File: config.mk
export PLATFORM = sky130hd
export DESIGN_NAME = internal_error_status
export DESIGN_NICKNAME = d
export VERILOG_FILES = /design/src/error_status_pkg.sv /design/src/refresh_timer.sv /design/src/internal_error_status.sv
export SDC_FILE = /design/constraint.sdc
export NUM_CORES = 1
export LEC_CHECK = 0
export ABC_AREA = 0
export BUFFER_PORTS_ARGS = -buffer_cell sky130_fd_sc_hd__buf_4
export CORE_MARGIN = 3
export CORE_UTILIZATION = 49
export CTS_CLUSTER_SIZE = 20
export DETAILED_ROUTE_END_ITERATION = 12
export HOLD_SLACK_MARGIN = 0.06
export PLACE_DENSITY = 0.88
export SLEW_MARGIN = 20
export SYNTH_ARGS = -nofsm -noshare
export SYNTH_HDL_FRONTEND = slang
export SYNTH_SLANG_ARGS = --single-unit
export TNS_END_PERCENT = 30
File: constraint.sdc
create_clock -name I_CLK_SYS -period 1.55 [get_ports I_CLK_SYS]
set_input_delay 0.31 -clock I_CLK_SYS [delete_from_list [all_inputs] [get_ports I_CLK_SYS]]
set_output_delay 0.31 -clock I_CLK_SYS [all_outputs]
set_load 0.1 [all_outputs]
File: src/error_status_pkg.sv
// Purpose: shared constants of the internal error status register
// Assumes: 125 MHz interface-side clock
// Notes: bit positions, offset, reset value and refresh timing
package error_status_pkg;

  // register placement on the host interface
  localparam logic [4:0] INTERNAL_ERROR_STATUS_OFFSET = 5'h18;
  localparam logic [7:0] INTERNAL_ERROR_STATUS_RESET = 8'h07;

  // field positions
  localparam int unsigned COMMON_FAULT_BIT = 6;
  localparam int unsigned PKG_OVERTEMP_BIT = 4;
  localparam int unsigned COLD_LAMP_BIT = 3;
  localparam int unsigned OUTPUTS_OFF_BIT = 2;
  localparam int unsigned POWER_SIDE_WAIT_BIT = 1;
  localparam int unsigned LINK_ERROR_BIT = 0;

  // serial modes whose every access clears the sticky flags
  localparam logic [1:0] SERIAL_MODE_0 = 2'h0;
  localparam logic [1:0] SERIAL_MODE_1 = 2'h1;

  // volatile flag refresh period
  localparam int unsigned CLK_FREQ_MHZ = 125;
  localparam int unsigned REFRESH_PERIOD_US = 35;
  localparam int unsigned REFRESH_CYCLES = REFRESH_PERIOD_US * CLK_FREQ_MHZ;

endpackage : error_status_pkg

File: src/refresh_timer.sv
// Purpose: periodic strobe for refreshing volatile flags
// Assumes: one clock domain, asynchronous active-low reset
// Notes: one-cycle tick every PERIOD_CYCLES clocks
`timescale 1ns/1ps
module refresh_timer #(
  parameter int unsigned PERIOD_CYCLES = error_status_pkg::REFRESH_CYCLES
) (
  // clock and reset
  input wire logic i_clk,
  input wire logic i_reset_n,
  // strobe
  output logic o_tick
);

  localparam logic [15:0] LAST_COUNT = 16'(PERIOD_CYCLES - 1);

  logic [15:0] count_q;

  always_ff @(posedge i_clk or negedge i_reset_n) begin
    if (!i_reset_n) begin
      count_q <= 16'h0000;
    end else if (count_q == LAST_COUNT) begin
      count_q <= 16'h0000;
    end else begin
      count_q <= count_q + 16'h0001;
    end
  end

  always_ff @(posedge i_clk or negedge i_reset_n) begin
    if (!i_reset_n) begin
      o_tick <= 1'b0;
    end else begin
      o_tick <= (count_q == LAST_COUNT);
    end
  end

  // ticks never come closer than nine cycles apart
  AST_TICK_SPACING: assert property ( // RULE9
    @(posedge i_clk) disable iff (!i_reset_n)
    o_tick |=> !o_tick [*8])
  else $error("refresh tick repeated too early");

endmodule : refresh_timer

File: src/internal_error_status.sv
// Purpose: internal error status register with global fault flags
// Assumes: host strobes and fault inputs synchronous to I_CLK_SYS
// Notes: read data registered one cycle after the read strobe
`timescale 1ns/1ps

// Summary of operation
// (RULE1) bit 6 is live OR of gated flags
// (RULE2) bit 4 tracks package overtemperature, unlatched
// (RULE3) bit 3 tracks cold lamp load, unlatched
// (RULE4) bit 2 latches when all outputs off
// (RULE5) flag clear means outputs follow drive data
// (RULE6) bit 1 latches when power side unready
// (RULE7) bit 0 latches on isolation link error
// (RULE8) sticky bits clear on access, serial modes 0/1
// (RULE9) volatile flags refreshed every 35 us
// (RULE10) sticky bits drive active-low error pin
// (RULE11) gated flag marks channel overcurrent or overtemperature
// (RULE12) set beats clear; reserved bits read zero
module internal_error_status #(
  parameter int unsigned REFRESH_CYCLES = error_status_pkg::REFRESH_CYCLES
) (
  // clock and reset
  input wire logic I_CLK_SYS,
  input wire logic I_RESET_N,
  // host register access
  input wire logic [4:0] I_ADDR,
  input wire logic I_RD,
  input wire logic I_WR,
  input wire logic I_SERIAL_ACCESS,
  input wire logic [1:0] I_SERIAL_MODE,
  output logic [7:0] O_RDATA,
  output logic O_RVALID,
  // per-channel and power-side fault inputs
  input wire logic [7:0] I_CH_GATED,
  input wire logic I_PKG_OVERTEMP,
  input wire logic I_COLD_LAMP,
  input wire logic I_INTERNAL_OFF,
  input wire logic I_OUTPUT_DISABLE_PIN,
  input wire logic I_POWER_NOT_READY,
  input wire logic I_LINK_ERR_PROCESS,
  input wire logic I_LINK_ERR_INTERFACE,
  // output drive data
  input wire logic [7:0] I_DRIVE,
  output logic [7:0] O_CHANNEL_DRIVE,
  // error pin, low while any sticky flag is set
  output logic O_ERROR_N
);

  logic common_fault_q;
  logic pkg_overtemp_q;
  logic cold_lamp_q;
  logic outputs_off_q;
  logic outputs_off_d;
  logic power_side_wait_q;
  logic power_side_wait_d;
  logic link_error_q;
  logic link_error_d;
  logic refresh_tick;
  logic reg_hit;
  logic sticky_clear;
  logic outputs_off_cond;
  logic link_error_cond;

  // assemble the register image; reserved bits stay zero
  function automatic logic [7:0] compose_status(
    input logic common_fault,
    input logic pkg_overtemp,
    input logic cold_lamp,
    input logic outputs_off,
    input logic power_wait,
    input logic link_error
  );
    logic [7:0] value;
    value = 8'h00; // RULE12
    value[error_status_pkg::COMMON_FAULT_BIT] = common_fault;
    value[error_status_pkg::PKG_OVERTEMP_BIT] = pkg_overtemp;
    value[error_status_pkg::COLD_LAMP_BIT] = cold_lamp;
    value[error_status_pkg::OUTPUTS_OFF_BIT] = outputs_off;
    value[error_status_pkg::POWER_SIDE_WAIT_BIT] = power_wait;
    value[error_status_pkg::LINK_ERROR_BIT] = link_error;
    return value;
  endfunction : compose_status

  refresh_timer #(
    .PERIOD_CYCLES(REFRESH_CYCLES)
  ) u_refresh_timer (
    .i_clk(I_CLK_SYS),
    .i_reset_n(I_RESET_N),
    .o_tick(refresh_tick)
  );

  // access decode
  assign reg_hit = (I_RD || I_WR) &&
    (I_ADDR == error_status_pkg::INTERNAL_ERROR_STATUS_OFFSET);
  assign sticky_clear = reg_hit || (I_SERIAL_ACCESS &&
    ((I_SERIAL_MODE == error_status_pkg::SERIAL_MODE_0) ||
     (I_SERIAL_MODE == error_status_pkg::SERIAL_MODE_1))); // RULE8

  // all channels off: internal fault, disable pin or all-zero drive
  assign outputs_off_cond = I_INTERNAL_OFF || I_OUTPUT_DISABLE_PIN ||
    (I_DRIVE == 8'h00); // RULE4
  assign link_error_cond = I_LINK_ERR_PROCESS || I_LINK_ERR_INTERFACE; // RULE7

  // sticky next values, set has priority over clear
  assign outputs_off_d = outputs_off_cond ||
    (outputs_off_q && !sticky_clear); // RULE4 RULE12
  assign power_side_wait_d = I_POWER_NOT_READY ||
    (power_side_wait_q && !sticky_clear); // RULE6 RULE12
  assign link_error_d = link_error_cond ||
    (link_error_q && !sticky_clear); // RULE7 RULE12

  // live common fault from the gated-drive flags
  always_ff @(posedge I_CLK_SYS or negedge I_RESET_N) begin
    if (!I_RESET_N) begin
      common_fault_q <= 1'b0;
    end else begin
      common_fault_q <= |I_CH_GATED; // RULE1 RULE11
    end
  end

  // volatile power-side flags
  always_ff @(posedge I_CLK_SYS or negedge I_RESET_N) begin
    if (!I_RESET_N) begin
      pkg_overtemp_q <= 1'b0;
      cold_lamp_q <= 1'b0;
    end else if (refresh_tick) begin
      pkg_overtemp_q <= I_PKG_OVERTEMP; // RULE2 RULE9
      cold_lamp_q <= I_COLD_LAMP; // RULE3 RULE9
    end
  end

  // sticky flags
  always_ff @(posedge I_CLK_SYS or negedge I_RESET_N) begin
    if (!I_RESET_N) begin
      outputs_off_q <= error_status_pkg::INTERNAL_ERROR_STATUS_RESET[
        error_status_pkg::OUTPUTS_OFF_BIT];
      power_side_wait_q <= error_status_pkg::INTERNAL_ERROR_STATUS_RESET[
        error_status_pkg::POWER_SIDE_WAIT_BIT];
      link_error_q <= error_status_pkg::INTERNAL_ERROR_STATUS_RESET[
        error_status_pkg::LINK_ERROR_BIT];
    end else begin
      outputs_off_q <= outputs_off_d;
      power_side_wait_q <= power_side_wait_d;
      link_error_q <= link_error_d;
    end
  end

  // error pin
  always_ff @(posedge I_CLK_SYS or negedge I_RESET_N) begin
    if (!I_RESET_N) begin
      O_ERROR_N <= 1'b0;
    end else begin
      O_ERROR_N <= !(outputs_off_d || power_side_wait_d ||
        link_error_d); // RULE10
    end
  end

  // channel drive gated while the off condition holds
  always_ff @(posedge I_CLK_SYS or negedge I_RESET_N) begin
    if (!I_RESET_N) begin
      O_CHANNEL_DRIVE <= 8'h00;
    end else if (outputs_off_cond) begin
      O_CHANNEL_DRIVE <= 8'h00;
    end else begin
      O_CHANNEL_DRIVE <= I_DRIVE; // RULE5
    end
  end

  // read port returns the image before the clear
  always_ff @(posedge I_CLK_SYS or negedge I_RESET_N) begin
    if (!I_RESET_N) begin
      O_RDATA <= 8'h00;
      O_RVALID <= 1'b0;
    end else begin
      O_RVALID <= reg_hit && I_RD;
      if (reg_hit && I_RD) begin
        O_RDATA <= compose_status(common_fault_q, pkg_overtemp_q,
          cold_lamp_q, outputs_off_q, power_side_wait_q, link_error_q);
      end else begin
        O_RDATA <= 8'h00;
      end
    end
  end

  // checks
  AST_COMMON_LIVE: assert property ( // RULE1
    @(posedge I_CLK_SYS) disable iff (!I_RESET_N)
    ##1 common_fault_q == $past(|I_CH_GATED))
  else $error("common fault does not follow gated flags");

  AST_VOLATILE_HOLD: assert property ( // RULE2
    @(posedge I_CLK_SYS) disable iff (!I_RESET_N)
    !refresh_tick |=> $stable(pkg_overtemp_q) && $stable(cold_lamp_q))
  else $error("volatile flag changed between refreshes");

  AST_VOLATILE_LOAD: assert property ( // RULE3
    @(posedge I_CLK_SYS) disable iff (!I_RESET_N)
    refresh_tick |=> pkg_overtemp_q == $past(I_PKG_OVERTEMP) &&
      cold_lamp_q == $past(I_COLD_LAMP))
  else $error("volatile flag not refreshed");

  AST_OFF_SET: assert property ( // RULE4
    @(posedge I_CLK_SYS) disable iff (!I_RESET_N)
    outputs_off_cond |=> outputs_off_q)
  else $error("outputs off flag not latched");

  AST_DRIVE_FOLLOW: assert property ( // RULE5
    @(posedge I_CLK_SYS) disable iff (!I_RESET_N)
    ##1 !outputs_off_q |-> O_CHANNEL_DRIVE == $past(I_DRIVE))
  else $error("drive not following data with flag clear");

  AST_WAIT_SET: assert property ( // RULE6
    @(posedge I_CLK_SYS) disable iff (!I_RESET_N)
    I_POWER_NOT_READY |=> power_side_wait_q [*1] ##0 !O_ERROR_N)
  else $error("power wait flag or error pin missed");

  AST_LINK_SET: assert property ( // RULE7
    @(posedge I_CLK_SYS) disable iff (!I_RESET_N)
    (I_LINK_ERR_PROCESS || I_LINK_ERR_INTERFACE) && sticky_clear
      |=> link_error_q)
  else $error("link error lost against clear");

  AST_CLEAR: assert property ( // RULE8
    @(posedge I_CLK_SYS) disable iff (!I_RESET_N)
    sticky_clear && !link_error_cond && !I_POWER_NOT_READY
      |=> !link_error_q && !power_side_wait_q)
  else $error("sticky flags not cleared by access");

  AST_ERROR_PIN: assert property ( // RULE10
    @(posedge I_CLK_SYS) disable iff (!I_RESET_N)
    O_ERROR_N == !(outputs_off_q || power_side_wait_q || link_error_q))
  else $error("error pin disagrees with sticky flags");

  AST_RESERVED_ZERO: assert property ( // RULE12
    @(posedge I_CLK_SYS) disable iff (!I_RESET_N)
    O_RVALID |-> !O_RDATA[7] && !O_RDATA[5] &&
      O_RDATA[0] == $past(link_error_q))
  else $error("read data wrong or reserved bits set");

  COV_READ: cover property (
    @(posedge I_CLK_SYS) disable iff (!I_RESET_N)
    O_RVALID && O_RDATA[error_status_pkg::LINK_ERROR_BIT]);
  COV_SERIAL_CLEAR: cover property (
    @(posedge I_CLK_SYS) disable iff (!I_RESET_N)
    I_SERIAL_ACCESS && power_side_wait_q ##1 !power_side_wait_q);
  COV_SET_WINS: cover property (
    @(posedge I_CLK_SYS) disable iff (!I_RESET_N)
    sticky_clear && I_POWER_NOT_READY);
  COV_REFRESH: cover property (
    @(posedge I_CLK_SYS) disable iff (!I_RESET_N)
    refresh_tick ##1 pkg_overtemp_q);

endmodule : internal_error_status

**Yosys cells after proc, flatten, opt, wreduce, memory -nomap -nowiden**

Cells that the tools add are included.

- $add $sub $neg: 1
- Eq/ne operators: 3
- Multiplexer cells: 3
- Reductions and logical operators: 22

Operators by type and width:

| operator | number |
|---|---|
| $add 16x1->16 const B | 1 |
| $eq 16x13->1 const B | 1 |
| $mux 16 | 1 |
| $logic_or 1x1->1 | 11 |
| $logic_not 8->1 | 1 |
| $mux 8 | 1 |
| $reduce_or 8->1 | 1 |
| $mux 7 | 1 |
| $logic_and 1x1->1 | 6 |
| $eq 5x5->1 const B | 1 |
| $eq 2x1->1 const B | 1 |
| $logic_not 1->1 | 2 |
| $logic_not 2->1 | 1 |

- Register bits after elaboration: 40
- Input bits: 35
- Output and inout port bits: 18
- Word-level logic and storage cells: 41

**Logic depth before layout (Yosys ltp)**

- Depth in word-level cells: 10
- Gate-level depth with buffers: 6
- Depth with buffers taken out: 5

**Modules after synthesis**

Synthesis repeated with hierarchy kept, for this count alone.

- Cells, all modules: 132
- Area total of the unflattened synthesis: 1,611.5 um^2

Modules (own cells, without submodules):

| module | instances | cells an instance | area an instance (um^2) | sequential area each (um^2) |
|---|---|---|---|---|
| internal_error_status | 1 | 64 | 829.5 | 554.3 |
| refresh_timer | 1 | 68 | 782.0 | 425.4 |

**Worst setup path after synthesis**

Ideal clock, no wire load.

- Kind: register to register
- From: register u_refresh_timer.count_q[0]
- To: register u_refresh_timer.count_q[12]
- Library setup time: 123 ps
- Arrival: 1,199 ps
- Required time: 1,427 ps
- Setup slack: 227 ps
- Cell stages (with the launch flop): 7
- Buffers on the path: 1
- Clock period less this slack: 1,323 ps
- Cell sequence: dfrtp_1 inv_1 ha_1 nor4bb_1 and4_1 buf_2 a211oi_2

- Longest elaborated chain between the ends: 2
- Elaborated cells on any way between the ends: 3
- Those cells by class: add/sub: 1; eq/ne: 1; mux: 1

Ends and longest elaborated chain:

| what | line | text |
|---|---|---|
| start: declaration | refresh_timer.sv:17 | `logic [15:0] count_q;` |
| start signal: assignment | refresh_timer.sv:25 | `count_q <= count_q + 16'h0001;` |
| $add 16x1->16 / $eq 16x13->1 (equally long branches) | refresh_timer.sv:25, refresh_timer.sv:22 |  |
| $mux 16 (*) | refresh_timer.sv:22 | `end else if (count_q == LAST_COUNT) begin` |

Every way passes the cells marked *; elsewhere a longest branch is shown, timed or not.
A chain may end at the register's enable or synchronous reset.

**Worst setup path after layout**

- From: register u_refresh_timer.count_q[2]
- To: register u_refresh_timer.count_q[12]

The elaborated chain is that of the path after synthesis.

==> reports/results.ini <==
[route]
ant_nets=0
via_per_inst=4.97
routed.top_layer=met4
first_pass_iters=4
wl_per_cell_um=13.9
drcViolationCount=0
wl_met2_mm=1.74
drt_iter0_drc=47
wl_met1_mm=1.17
vias=1129
wl_met3_um=201
wirelength_mm=3.16

[hold_path]
min_to=common_fault_q
hp-class=in -> reg
hold_start=I_CH_GATED[6]
hold_path_depth=3

[timing]
fin_ws_ns=0.0779
slew_viol_final=0
fin_worst_skew_ns=0.00630
whs_ns=0.142
min_period_ns=1.47
rsz0062_at_grt=false
tightest_slew_ns=0.836
relSlewSlack=0.439
max_freq_mhz=679
hold_violations=0
fin_crit_sh=0.950
final-setup-viol-count=0

[logic_synthesis]
synth_top_area_frac=0.559
netlist_instances=127
synth_warnings=0
synth.area.top_cells=dfrtp_1 (56%), xnor2_1 (5.4%), dfstp_2 (4.9%), and2_1 (3.9%), and3_1 (3.1%)
async_reset_ff_frac=1.00
seq_area_frac_synth=0.608
yosysTopAreaCell=dfrtp_1
synth_ff_type=dfrtp_1
synth_cell_types=36
synth_area_um2=1610
synth.most_common_cell=dfrtp_1
synth_common_cells=dfrtp_1 (36), and2_1 (10), xnor2_1 (10)
avgSynthCellArea_um2=12.7
synth.ff_latch_count=39
synth_enable_flop_cells=0

[clocking]
clk_latency_ns=0.35
numCtsBuffers=5
clock-root-buffer=clkbuf_4
cts.htree.levels=2
ctsLongestPathBuffers=2
cts.sinks=39
cts_tree=yes
cts.clk_slew.worst_paths_ns=0.11

[place]
place_ws_ns=-0.0227
gp_congestion=0.846
dp.final_hpwl_mm=2.44
buffer_ports.inserted=49
placed_cells=218

[setup_path]
cp-end-kind=register
critPathTopFamily=simple AND/OR/NAND/NOR gates
worstRegToRegCells=4
cp-start-kind=register
r2r_start=u_refresh_timer.count_q[2]
cp.required_ns=1.82
path_cells=and4_4, and4_1, a21oi_1, a211oi_2
max_stage_delay_ns=0.47
crit_slowest_cell=dfrtp_1
r2r_slack_ns=0.08
critPathMaxFanout=6
critPathKind=reg -> reg
r2r_end=u_refresh_timer.count_q[12]
path_buf_inv=0
critPathArrivalTime_ns=1.74

[layout]
final_core_util=0.673
stdcell_count=227
drive_gt1_frac=0.393
n_antenna_cell=0
area_growth_pct=29.5
regMostFlops=u_refresh_timer.count_q
largest_reg_flops=16
nets=219
top_regs=u_refresh_timer.count_q: 16 flops, O_CHANNEL_DRIVE: 8 flops, O_RDATA: 6 flops
fill_cells=249

[global_routing]
overflow=0
first_global_vias=1264
grt_usage=0.181
grt_pass1_wl_mm=5.60
antenna_found_initial=0
grt_start_max_net_pins=40

[status]
status=finished clean

[floorplan]
core-area_um2=3100
start_util=0.519
die_x_um=63.4
rows=20
num_io_pins=53
dieArea_um2=4010
die_y_um=63.4

[power_and_ir_drop]
powerDensity_nw_per_um2=842
ir_worst_vdd_mv=0.614
leakage_uw=0.00104

[run]
drv_cap=0

final cells by class:
| type | instances | area (um2) | area share |
|---|---|---|---|
| Clock buffer | 7 | 45.0 | 0.0216 |
| Clock inverter | 1 | 5.00 | 0.00240 |
| Inverter | 2 | 7.51 | 0.00360 |
| Multi-Input combinational cell | 83 | 609 | 0.292 |
| Sequential cell | 39 | 980 | 0.469 |
| Tap cell | 44 | 55.1 | 0.0264 |
| Timing Repair Buffer | 51 | 385 | 0.185 |
worst max-delay path by stage:
stage	cells after the start	start	endpoint	slack, ns
after detailed placement	5	u_refresh_timer.count_q[0]	u_refresh_timer.count_q[12]	-0.02
after global placement	5	u_refresh_timer.count_q[0]	u_refresh_timer.count_q[4]	0.04
after CTS	5	u_refresh_timer.count_q[0]	u_refresh_timer.count_q[12]	0.009
final	4	u_refresh_timer.count_q[2]	u_refresh_timer.count_q[12]	0.08
after floorplan	6	u_refresh_timer.count_q[0]	u_refresh_timer.count_q[12]	0.23
after global routing	4	u_refresh_timer.count_q[2]	u_refresh_timer.count_q[12]	0.004
metrics by stage:
step,TNS [ns],total power [uW],area (um2)
finish,0,1760,2090
global route,0,1840,2090
CTS,0,1760,2080
detailed placement,-0.0825,1280,2020
global placement,0,1270,2020
floorplan,0,1170,1620
cell families (layout without fill, tap and decap cells):
| family | Yosys count | count (layout) | synth area share |
|---|---|---|---|
| and+or+nand+nor | 55 | 55 | 0.222 |
| AOI/OAI and AO/OA | 9 | 9 | 0.0411 |
| DFF | 39 | 39 | 0.608 |
| xor gates and xnor gates | 13 | 13 | 0.0753 |
| muxes | 2 | 2 | 0.0140 |
| buffers and inverters | 6 | 61 | 0.0217 |
| adders and majority gates | 2 | 2 | 0.0155 |
| other | 1 | 2 | 0.00233 |
layer usage:
| metal | GRT usage | vias up |
|---|---|---|
| met5 | 0 | - |
| met4 | 0.0701 | 0 |
| met3 | 0.0695 | 7 |
| met2 | 0.317 | 29 |
| met1 | 0.197 | 550 |
| li1 | - | 543 |
worst min-delay path, stage by stage:
cell and delay (ns):
buf_4 0.08, nor4_1 0.04, nand2_1 0.05
report_power, final:
group          internal [uW]  switching, uW  leakage (uW)  total (uW)
logic                   78.5            143      0.000499         221
clock network            177            322     0.0000293         499
registers               1030           5.37      0.000511        1040
cells in the final DEF, fill, tap and decap left out, types with 2 or more instances in the layout:
| master | instances |
|---|---|
| nor4b_1 | 2 |
| nor4_1 | 4 |
| mux2_2 | 2 |
| dfstp_2 | 3 |
| xnor2_1 | 10 |
| inv_1 | 2 |
| nor2_1 | 6 |
| ha_1 | 2 |
| clkbuf_4 | 5 |
| and3_1 | 8 |
| buf_4 | 50 |
| dfrtp_1 | 36 |
| nand3_1 | 4 |
| nand2_1 | 7 |
| conb_1 | 2 |
| and2_1 | 10 |
| and4_4 | 3 |
| and4_1 | 2 |
| a21oi_1 | 3 |
| clkbuf_1 | 2 |
| xor2_1 | 2 |
what timing repair did:
| action | in CTS | in global routing |
|---|---|---|
| resized for setup | 1 | 2 |
| buffers inserted | 0 | 0 |
| endpoints found under the hold margin | 36 | 0 |
| endpoints found under the setup margin | 7 | 7 |
| hold buffers | 1 | 0 |
Power figures use the tool's default switching activity.
